`src/design/cmpo_pkg.sv`:
```
package cmpo_pkg;
	// ----------------------------------------------------------------
	// register map (byte addresses)
	// ----------------------------------------------------------------
	localparam logic [11:0] CTRL_ADDR  = 12'h000;
	localparam logic [11:0] FLAGS_ADDR = 12'h004;
	localparam logic [11:0] EN_ADDR    = 12'h008;
	localparam logic [11:0] DIR_ADDR   = 12'h00c;
	localparam logic [11:0] PORT_ADDR  = 12'h010;
	localparam logic [11:0] ISTAT_ADDR = 12'h014;
	localparam logic [11:0] IMASK_ADDR = 12'h018;
	// ----------------------------------------------------------------
	// control register fields
	// ----------------------------------------------------------------
	localparam int CTRL_RES2   = 7;
	localparam int CTRL_RES1   = 6;
	localparam int CTRL_INV2   = 5;
	localparam int CTRL_INV1   = 4;
	localparam int CTRL_ROUTE  = 3;
	localparam int CTRL_SEL_HI = 2;
	localparam logic [7:0] CTRL_RESET = 8'h07;
	localparam logic [2:0] SEL_INT_REF = 3'h6;
	localparam logic [7:0] DIR_RESET = 8'hff;
	// ----------------------------------------------------------------
	// enable fields and routed pin numbers
	// ----------------------------------------------------------------
	localparam int EN_CHANGE = 0;
	localparam int EN_PERIPH = 1;
	localparam int EN_GLOBAL = 2;
	localparam int PIN_FIVE  = 5;
	localparam int PIN_FOUR  = 4;
endpackage : cmpo_pkg

```
`src/design/cmpo_top.sv`:
```
// How it works
// - result high when plus input above minus input, else low
// - selector 110 feeds internal reference to both plus inputs
// - both results read-only in control register bits 7:6
// - routing drives pins four and five with unsynchronised results after the invert bits
// - direction bits still gate each routed pin's output driver
// - invert bits 5 and 4 flip each comparator's result
// - change flag sets on a result mismatch except during a control register access, enables ignored
// - writing zero clears change flag, writing one sets it
// - interrupt needs flag, own enable, peripheral and global enable
// - change coinciding with control read may be missed
// - any control register access refreshes the recorded copy
// - persisting mismatch keeps setting flag; access control before clearing
// - port read returns zero for analog-configured pins
module cmpo_top
	import cmpo_pkg::*;
#(
	parameter int PORT_W = 8
) (
	input  wire logic              SYS_CLK,
	input  wire logic              RST_N,
	input  wire logic              PSEL,
	input  wire logic              PENABLE,
	input  wire logic              PWRITE,
	input  wire logic [11:0]       PADDR,
	input  wire logic [31:0]       PWDATA,
	output logic      [31:0]       PRDATA,
	output logic                   PREADY,
	output logic                   PSLVERR,
	input  wire logic              CMP1_PLUS_GT,
	input  wire logic              CMP2_PLUS_GT,
	input  wire logic              CMP1_EXT_GT,
	input  wire logic              CMP2_EXT_GT,
	input  wire logic [PORT_W-1:0] PIN_IN,
	input  wire logic [PORT_W-1:0] PIN_ANALOG,
	input  wire logic [PORT_W-1:0] PORT_OUT_LAT,
	output logic      [PORT_W-1:0] PIN_OUT,
	output logic      [PORT_W-1:0] PIN_OE,
	output logic      [2:0]        CONFIG_SEL,
	output logic                   IRQ
);
	// ----------------------------------------------------------------
	// bus decode
	// ----------------------------------------------------------------
	wire logic acc      = PSEL & PENABLE;
	wire logic wr       = acc & PWRITE;
	wire logic hit_ctrl = PADDR == CTRL_ADDR;
	wire logic hit_flg  = PADDR == FLAGS_ADDR;
	wire logic hit_en   = PADDR == EN_ADDR;
	wire logic hit_dir  = PADDR == DIR_ADDR;
	wire logic hit_port = PADDR == PORT_ADDR;
	wire logic hit_ist  = PADDR == ISTAT_ADDR;
	wire logic hit_imk  = PADDR == IMASK_ADDR;
	wire logic mapped   = hit_ctrl | hit_flg | hit_en | hit_dir | hit_port | hit_ist | hit_imk;

	logic [7:0]        ctrl_reg;
	logic [1:0]        copy_reg;
	logic              flag_reg;
	logic [2:0]        en_reg;
	logic [PORT_W-1:0] dir_reg;
	logic              ist_reg;
	logic              imk_reg;

	// ----------------------------------------------------------------
	// comparator results
	// ----------------------------------------------------------------
	// both comparator inputs are pre-resolved; selector picks internal-ref result
	wire logic int_ref = ctrl_reg[CTRL_SEL_HI:0] == SEL_INT_REF;
	wire logic raw1    = int_ref ? CMP1_PLUS_GT : CMP1_EXT_GT;
	wire logic raw2    = int_ref ? CMP2_PLUS_GT : CMP2_EXT_GT;
	wire logic [1:0] live = {raw2 ^ ctrl_reg[CTRL_INV2], raw1 ^ ctrl_reg[CTRL_INV1]};
	wire logic mismatch = live != copy_reg;
	wire logic ctrl_acc = acc & hit_ctrl;
	// mismatch during a control access is dropped: the copy is refreshed instead
	wire logic set_flag = mismatch & ~ctrl_acc;
	wire logic flag_wr  = wr & hit_flg;

	assign CONFIG_SEL = ctrl_reg[CTRL_SEL_HI:0];

	// ----------------------------------------------------------------
	// pins
	// ----------------------------------------------------------------
	wire logic route = ctrl_reg[CTRL_ROUTE];
	always_comb begin
		PIN_OUT = PORT_OUT_LAT;
		if (route) begin
			PIN_OUT[PIN_FOUR] = live[0];
			PIN_OUT[PIN_FIVE] = live[1];
		end
		PIN_OE = ~dir_reg;
	end
	wire logic [PORT_W-1:0] port_rd = PIN_IN & ~PIN_ANALOG;

	// ----------------------------------------------------------------
	// registers
	// ----------------------------------------------------------------
	wire logic [7:0] ctrl_next = {live, PWDATA[CTRL_INV2:0]};
	wire logic flag_next = set_flag | (flag_wr ? PWDATA[0] : flag_reg);
	wire logic irq_src = flag_reg & en_reg[EN_CHANGE] & en_reg[EN_PERIPH] & en_reg[EN_GLOBAL];
	wire logic ist_next = irq_src | (ist_reg & ~(wr & hit_ist & PWDATA[0]));

	always_ff @(posedge SYS_CLK or negedge RST_N) begin
		if (!RST_N) begin
			ctrl_reg <= CTRL_RESET;
			copy_reg <= '0;
			flag_reg <= 1'b0;
			en_reg   <= '0;
			dir_reg  <= DIR_RESET[PORT_W-1:0];
			ist_reg  <= 1'b0;
			imk_reg  <= 1'b0;
		end else begin
			ctrl_reg <= (wr & hit_ctrl) ? ctrl_next : {live, ctrl_reg[CTRL_INV2:0]};
			if (ctrl_acc)
				copy_reg <= live;
			flag_reg <= flag_next;
			if (wr & hit_en)
				en_reg <= PWDATA[2:0];
			if (wr & hit_dir)
				dir_reg <= PWDATA[PORT_W-1:0];
			ist_reg <= ist_next;
			if (wr & hit_imk)
				imk_reg <= PWDATA[0];
		end
	end

	assign IRQ = ist_reg & imk_reg;

	// ----------------------------------------------------------------
	// read data
	// ----------------------------------------------------------------
	wire logic [31:0] rd_ctrl = {24'h0, live, ctrl_reg[CTRL_INV2:0]};
	wire logic [31:0] rd_port = {{(32-PORT_W){1'b0}}, port_rd};
	wire logic [31:0] rd_dir  = {{(32-PORT_W){1'b0}}, dir_reg};
	assign PRDATA = hit_ctrl ? rd_ctrl :
		hit_flg ? {31'h0, flag_reg} :
		hit_en ? {29'h0, en_reg} :
		hit_dir ? rd_dir :
		hit_port ? rd_port :
		hit_ist ? {31'h0, ist_reg} :
		hit_imk ? {31'h0, imk_reg} : 32'h0;
	assign PREADY  = 1'b1;
	assign PSLVERR = acc & ~mapped;

	// ----------------------------------------------------------------
	// checks
	// ----------------------------------------------------------------
	// change flag: set wins over a software clear while a mismatch persists
	chk_flag_sets: assert property (@(posedge SYS_CLK) disable iff (!RST_N)
		mismatch && !ctrl_acc |=> flag_reg)
		else $error("flag not set");

	chk_flag_clear: assert property (@(posedge SYS_CLK) disable iff (!RST_N)
		flag_wr && !PWDATA[0] && !set_flag |=> !flag_reg)
		else $error("clear failed");

	chk_flag_swset: assert property (@(posedge SYS_CLK) disable iff (!RST_N)
		flag_wr && PWDATA[0] |=> flag_reg)
		else $error("soft set failed");

	chk_flag_hold: assert property (@(posedge SYS_CLK) disable iff (!RST_N)
		!mismatch && !flag_wr |=> flag_reg == $past(flag_reg))
		else $error("flag moved");

	chk_flag_drop: assert property (@(posedge SYS_CLK) disable iff (!RST_N)
		mismatch && ctrl_acc && !flag_wr && !flag_reg |=> !flag_reg)
		else $error("dropped event set flag");

	chk_mis_persist: assert property (@(posedge SYS_CLK) disable iff (!RST_N)
		mismatch && !ctrl_acc && flag_wr && !PWDATA[0] |=> flag_reg)
		else $error("clear beat mismatch");

	// recorded copy only moves on a control access
	chk_copy_upd: assert property (@(posedge SYS_CLK) disable iff (!RST_N)
		ctrl_acc |=> copy_reg == $past(live))
		else $error("copy stale");

	chk_copy_hold: assert property (@(posedge SYS_CLK) disable iff (!RST_N)
		!ctrl_acc |=> $stable(copy_reg))
		else $error("copy moved");

	chk_mis_ends: assert property (@(posedge SYS_CLK) disable iff (!RST_N)
		ctrl_acc ##1 $stable(live) |-> !mismatch)
		else $error("mismatch survived access");

	// result selection and polarity
	chk_sel_int: assert property (@(posedge SYS_CLK) disable iff (!RST_N)
		int_ref |-> raw1 == CMP1_PLUS_GT && raw2 == CMP2_PLUS_GT)
		else $error("internal ref not used");

	chk_sel_ext: assert property (@(posedge SYS_CLK) disable iff (!RST_N)
		!int_ref |-> raw1 == CMP1_EXT_GT && raw2 == CMP2_EXT_GT)
		else $error("external input not used");

	chk_inv_first: assert property (@(posedge SYS_CLK) disable iff (!RST_N)
		ctrl_reg[CTRL_INV1] |-> live[0] != raw1)
		else $error("first not inverted");

	chk_inv_second: assert property (@(posedge SYS_CLK) disable iff (!RST_N)
		ctrl_reg[CTRL_INV2] |-> live[1] != raw2)
		else $error("second not inverted");

	chk_plain_first: assert property (@(posedge SYS_CLK) disable iff (!RST_N)
		!ctrl_reg[CTRL_INV1] |-> live[0] == raw1)
		else $error("first polarity wrong");

	chk_plain_second: assert property (@(posedge SYS_CLK) disable iff (!RST_N)
		!ctrl_reg[CTRL_INV2] |-> live[1] == raw2)
		else $error("second polarity wrong");

	chk_cfg_out: assert property (@(posedge SYS_CLK) disable iff (!RST_N)
		CONFIG_SEL == ctrl_reg[CTRL_SEL_HI:0])
		else $error("selector output wrong");

	// control register contents
	chk_ro_result: assert property (@(posedge SYS_CLK) disable iff (!RST_N)
		wr && hit_ctrl |=> ctrl_reg[CTRL_RES2:CTRL_RES1] == $past(live))
		else $error("ro bits");

	chk_ctrl_rd_res: assert property (@(posedge SYS_CLK) disable iff (!RST_N)
		acc && hit_ctrl |-> PRDATA[CTRL_RES2:CTRL_RES1] == live)
		else $error("result read wrong");

	chk_ctrl_wr_low: assert property (@(posedge SYS_CLK) disable iff (!RST_N)
		wr && hit_ctrl |=> ctrl_reg[CTRL_INV2:0] == $past(PWDATA[CTRL_INV2:0]))
		else $error("control write lost");

	chk_ctrl_hold: assert property (@(posedge SYS_CLK) disable iff (!RST_N)
		!(wr && hit_ctrl) |=> $stable(ctrl_reg[CTRL_INV2:0]))
		else $error("control bits moved");

	// pins: routed bits bypass the clock on purpose, so glitches reach the pad
	chk_route_pin: assert property (@(posedge SYS_CLK) disable iff (!RST_N)
		route |-> PIN_OUT[PIN_FOUR] == live[0] && PIN_OUT[PIN_FIVE] == live[1])
		else $error("route wrong");

	chk_route_off: assert property (@(posedge SYS_CLK) disable iff (!RST_N)
		!route |-> PIN_OUT == PORT_OUT_LAT)
		else $error("latch not on pins");

	chk_dir_gate: assert property (@(posedge SYS_CLK) disable iff (!RST_N)
		PIN_OE == ~dir_reg)
		else $error("oe wrong");

	chk_dir_wr: assert property (@(posedge SYS_CLK) disable iff (!RST_N)
		wr && hit_dir |=> dir_reg == $past(PWDATA[PORT_W-1:0]))
		else $error("direction write lost");

	chk_analog_zero: assert property (@(posedge SYS_CLK) disable iff (!RST_N)
		acc && hit_port |-> (PRDATA[PORT_W-1:0] & PIN_ANALOG) == '0)
		else $error("analog read");

	chk_port_digital: assert property (@(posedge SYS_CLK) disable iff (!RST_N)
		acc && hit_port |-> PRDATA[PORT_W-1:0] == (PIN_IN & ~PIN_ANALOG))
		else $error("digital read wrong");

	// interrupt path
	chk_irq_gate: assert property (@(posedge SYS_CLK) disable iff (!RST_N)
		irq_src |=> ist_reg)
		else $error("irq lost");

	chk_irq_needs: assert property (@(posedge SYS_CLK) disable iff (!RST_N)
		$rose(ist_reg) |-> $past(irq_src))
		else $error("irq without enables");

	chk_irq_none: assert property (@(posedge SYS_CLK) disable iff (!RST_N)
		!irq_src && !ist_reg |=> !ist_reg)
		else $error("spurious status");

	chk_ist_clear: assert property (@(posedge SYS_CLK) disable iff (!RST_N)
		wr && hit_ist && PWDATA[0] && !irq_src |=> !ist_reg)
		else $error("status not cleared");

	chk_en_wr: assert property (@(posedge SYS_CLK) disable iff (!RST_N)
		wr && hit_en |=> en_reg == $past(PWDATA[2:0]))
		else $error("enable write lost");

	chk_irq_level: assert property (@(posedge SYS_CLK) disable iff (!RST_N)
		IRQ == (ist_reg && imk_reg))
		else $error("irq level wrong");

	// bus error reporting
	chk_unmapped_err: assert property (@(posedge SYS_CLK) disable iff (!RST_N)
		acc && !mapped |-> PSLVERR && PRDATA == '0)
		else $error("unmapped not refused");

	chk_mapped_ok: assert property (@(posedge SYS_CLK) disable iff (!RST_N)
		acc && mapped |-> !PSLVERR)
		else $error("mapped refused");

	cov_change: cover property (@(posedge SYS_CLK) disable iff (!RST_N) mismatch ##1 flag_reg);
	cov_swset: cover property (@(posedge SYS_CLK) disable iff (!RST_N) flag_wr && PWDATA[0] && !flag_reg);
	cov_service: cover property (@(posedge SYS_CLK) disable iff (!RST_N) ctrl_acc ##[1:4] flag_wr);
	cov_irq: cover property (@(posedge SYS_CLK) disable iff (!RST_N) IRQ);
	cov_intref: cover property (@(posedge SYS_CLK) disable iff (!RST_N) int_ref && route);
endmodule : cmpo_top

```
`config.mk`:
```
export PLATFORM = sky130hd
export DESIGN_NAME = cmpo_top
export DESIGN_NICKNAME = d
export VERILOG_FILES = /design/src/design/cmpo_pkg.sv /design/src/design/cmpo_top.sv
export SDC_FILE = /design/constraint.sdc
export NUM_CORES = 1
export LEC_CHECK = 0
export BUFFER_PORTS_ARGS = -buffer_cell sky130_fd_sc_hd__buf_2
export CAP_MARGIN = 20
export CORE_ASPECT_RATIO = 2
export CORE_MARGIN = 10
export CORE_UTILIZATION = 43
export DETAILED_ROUTE_END_ITERATION = 7
export MAX_ROUTING_LAYER = met4
export PLACE_DENSITY = 0.86
export SKIP_LAST_GASP = 1
export SYNTH_ARGS = -nofsm -noshare
export SYNTH_HDL_FRONTEND = slang
export SYNTH_SLANG_ARGS = --single-unit
```
`constraint.sdc`:
```
create_clock -name SYS_CLK -period 4.55 [get_ports SYS_CLK]
set_input_delay 0.2275 -clock SYS_CLK [delete_from_list [all_inputs] [get_ports SYS_CLK]]
set_output_delay 0.2275 -clock SYS_CLK [all_outputs]
set_load 0.01 [all_outputs]
```
[Yosys cells after proc, flatten, opt, wreduce, memory -nomap -nowiden]
Cells that the tools add are included.
W data, S select, Z words.
Operators by class
  equality and inequality tests: 8
  bitwise gates (word level): 33
  reductions and logical operators: 1
  mux-type cells: 11
Operator list (number)
  $mux W8: 5
  $eq A12 B5 Y1 const B: 3
  $eq A12 B4 Y1 const B: 2
  $and A1 B1 Y1: 17
  $not A8 Y8: 2
  $eq A12 B3 Y1 const B: 1
  $logic_not A12 Y1: 1
  $and A8 B8 Y8: 1
  $or A1 B1 Y1: 8
  $mux W1: 5
  $eq A3 B3 Y1 const B: 1
  $not A1 Y1: 3
  $mux W2: 1
  $ne A2 B2 Y1: 1
  $xor A1 B1 Y1: 2
Storage, ports and cells
  word-level logic and storage cells: 60
  input port bits: 77
  flip-flop bits (word level): 22

[Logic depth before layout (Yosys ltp)]
  depth in word-level cells: 9
  depth in mapped cells: 6
  gate-level depth less buffers: 5

[Least setup slack after synthesis]
Ideal clock, no wire load.
  path type: input -> output
  from: input port PADDR[10]
  to: output port PRDATA[1]
  path slack: 2706 ps
  data required time: 4323 ps
  buffers on the path: 1
  arrival: 1616 ps
  stages on the path: 5
  cells stage by stage: or4_4 -> nor3_1 -> and2_1 -> clkbuf_1 -> a221o_1
Between the ends
  longest elaborated chain between the ends: 6
RTL lines
  start, declared: line cmpo_top.sv:25  | input wire logic [11:0] PADDR,
  $eq A12 B5 Y1: line cmpo_top.sv:51  | wire logic hit_port = PADDR == PORT_ADDR;
  $mux W8: line cmpo_top.sv:138  | hit_port ? rd_port :
  $mux W8: line cmpo_top.sv:137  | hit_dir ? rd_dir :
  $mux W8: line cmpo_top.sv:136  | hit_en ? {29'h0, en_reg} :
  $mux W8: line cmpo_top.sv:135  | hit_flg ? {31'h0, flag_reg} :
  $mux W8 (*): line cmpo_top.sv:134  | assign PRDATA = hit_ctrl ? rd_ctrl :
  end, declared: line cmpo_top.sv:27  | output logic [31:0] PRDATA,
Every way passes the cells marked *; elsewhere a longest branch is shown, timed or not.

[Worst setup path after layout]
  from: register ctrl_reg[0]
  to: output port PRDATA[6]
Between the ends
  longest elaborated chain between the ends: 4
RTL lines
  start, declared: line cmpo_top.sv:56  | logic [7:0] ctrl_reg;
  start signal, assigned: line cmpo_top.sv:112  | ctrl_reg <= (wr & hit_ctrl) ? ctrl_next : {live, ctrl_reg[CTRL_INV2:0]};
  $eq A3 B3 Y1: line cmpo_top.sv:68  | wire logic int_ref = ctrl_reg[CTRL_SEL_HI:0] == SEL_INT_REF;
  $mux W1: line cmpo_top.sv:69  | wire logic raw1 = int_ref ? CMP1_PLUS_GT : CMP1_EXT_GT;
  $xor A1 B1 Y1: line cmpo_top.sv:71  | wire logic [1:0] live = {raw2 ^ ctrl_reg[CTRL_INV2], raw1 ^ ctrl_reg[CTRL_INV1]};
  $mux W8: line cmpo_top.sv:134
Every way passes these cells.

==> results.toml <==
[yosys]
synth_common_cells = "buf_4, mux2_2, dfrtp_1, dfstp_2, inv_1"
synthTopCellsByArea = "dfstp_2, dfrtp_1, buf_4"
synth_area_mm2 = 0.00169
synth_edf_count = 0
synth-main-ff-cell = "dfstp_2"
synth_cell_types = 37
synth_top_area_share_pct = 17.1
synth_largest_area_cell = "dfstp_2"
syn_avg_cell_area_um2 = 10.2
syn_inst = 165
yosysMostFrequentCell = "buf_4"
yosys_warnings = 0
synth_seq_area_share_pct = 33.4
async_flop_share_pct = 100
synth.ff_latch_count = 22

[min_path]
worstHoldPathType = "in -> reg"
min_from = "PWDATA[7]"
holdPathStages = 2
min_to = "dir_reg[7]"

[grt]
grt_first_pass_wirelength_um = 7020
grt_pass1_vias = 1454
grt.total_usage_pct = 12.6
antenna_found_initial = 0
grt_start_max_net_pins = 23
grt_overflow_total = 0

[clocking]
clkLatencyLatePin_ns = 0.26
path_clk_slew_ns = 0.08
cts_sinks = 22
cts_inserted_buffers = 3
cts_tree = "built"
cts.repair.resized = 0
htree_levels = 1
root_buffer = "clkbuf_8"
clockBufferDepth = 2

[job]
drv_cap = 0

[detailed_routing]
dr.pass1.iters = 4
dr.first_iter.drc_count = 25
avgRoutedWirePerCell_um = 16.1
ant_nets = 0
via_per_inst = 4.86
num_vias = 1337
routed_wl_um = 4430
drc_errors = 0

[setup_path]
crit_required_ns = 4.32
rr_endpoint = "copy_reg[0]"
crit_fanout = 4
arrival_ns = 2.12
end_kind = "output port"
r2r-start = "ctrl_reg[0]"
cp-start-kind = "register"
ff2ff_setup_slack_ns = 2.81
critPathKind = "reg -> out"
r2r_cells = 4

[placement]
portBuffers = 69
placed_area_mm2 = 0.00191
place_hpwl_um = 3810
gp_congestion = 0.860

[floorplan]
initial_utilization_pct = 43.9
die_w_um = 64.3
dieArea_mm2 = 0.00699
io_pins = 131
rows = 32
coreArea_mm2 = 0.00384
dieHeight_um = 109

[sta]
grt_setup_unrepaired = "false"
finalSetupViolations = 0
worst_clock_skew_ns = 0.00579
period_needed_ns = 2.35
setup_tns_ns = 0
fin_crit_sh_pct = 51.5
hold_viol_final = 0
fmax_ghz = 0.426
drv_slew = 0

[cells_and_area]
drive_above_1_share_pct = 53.1
fin_nets = 302
final_area_mm2 = 0.00196
synthToLayoutAreaGrowth_pct = 16.1
largest_reg_flops = 8
diodes = 0

[power_and_ir_drop]
ir_worst_vdd_v = 0.000187
finalPower_mw = 0.377
p_leak_nw = 0.934
power_density_mw_per_mm2 = 192

[run_status]
status = "complete, no violations"
per-layer routing:
layer | vias to the layer above | routed length [um] | global-route usage (%) | part of all wire, %
met1 | 633 | 1550 | 12.1 | 35
met4 | 0 | 77 | 3.69 | 1.7
met2 | 57 | 2520 | 24.0 | 57
met5 | - | 0 | - | 0
met3 | 8 | 283 | 2.77 | 6.4
li1 | 639 | - | - | -
cells by family (layout without fill, tap and decap cells):
| logic type | after synthesis | in the layout | share of synthesized area, % |
|---|---|---|---|
| and+or+nand+nor | 46 | 46 | 18.7 |
| other | 2 | 25 | 0.445 |
| xor gates and xnor gates | 6 | 6 | 3.11 |
| buffers and inverters | 46 | 82 | 18.2 |
| DFF | 22 | 22 | 33.4 |
| AOI/OAI and AO/OA | 18 | 18 | 8.22 |
| muxes | 25 | 25 | 17.9 |
final cells by class:
cell class                 count  area [um2]
clock buffer                   4        45.0
fill                         389        1880
inverter                       8        30.0
multi-input combinational    120         903
sequential                    22         564
tap                           51        63.8
timing repair buffer          70         355
cell usage in the layout, fill, tap and decap left out, types with 2 or more instances in the layout:
cell type,netlist,final
buf_2,0,69
conb_1,2,25
mux2_2,17,17
dfrtp_1,11,11
dfstp_2,11,11
inv_1,8,8
xnor2_1,6,6
nand2_1,6,6
nor3b_1,6,6
a21oi_1,6,6
mux2_4,6,6
a221o_2,5,5
and2_1,4,4
nor2_1,4,4
nand3_1,4,4
nand4_1,4,4
nand3b_1,3,3
clkbuf_8,0,3
mux2i_1,2,2
nor3_1,2,2
nor2b_1,2,2
nand2b_1,2,2
a221o_1,2,2
o21ai_0,2,2
worst max-delay path by stage:
stage                      from   endpoint  slack [ns]  cells past startpoint
floorplan             PADDR[10]  PRDATA[1]        2.71                      5
global placement       PADDR[9]  PRDATA[3]        2.23                      7
detailed placement     PADDR[9]  PRDATA[3]        2.23                      7
CTS                 ctrl_reg[0]  PRDATA[6]        2.17                      5
global route        ctrl_reg[0]  PRDATA[6]        2.07                      5
finish              ctrl_reg[0]  PRDATA[6]        2.20                      5
per-stage QoR:
step	worst slack (ns)	hold slack (ns)	cells	utilization (%)
3_5_place_dp	2.23	0.218	270	49.6
4_1_cts	2.17	0.200	275	51.0
6_report	2.20	0.200	275	51.0
5_1_grt	2.07	0.210	275	51.0
3_3_place_gp	2.23	0.214	270	49.6
2_1_floorplan	2.71	-0.0681	188	-
repair_timing:
action                    CTS  global route
hold endpoints to repair   11             0
buffers inserted            0             0
hold buffers                1             0
power breakdown:
group / internal (mW) / switching (mW) / total (mW)
Sequential: 0.196 / 0.000219 / 0.196
Combinational: 0.0229 / 0.0342 / 0.0571
Clock: 0.0624 / 0.0616 / 0.124
critical path, cell delays in order, from the launching register on:
cell	delay, ns
dfstp_2	0.57
nand3b_1	0.21
mux2i_1	0.39
xnor2_1	0.18
a221o_2	0.37
buf_2	0.14
Power figures use the tool's default switching activity.
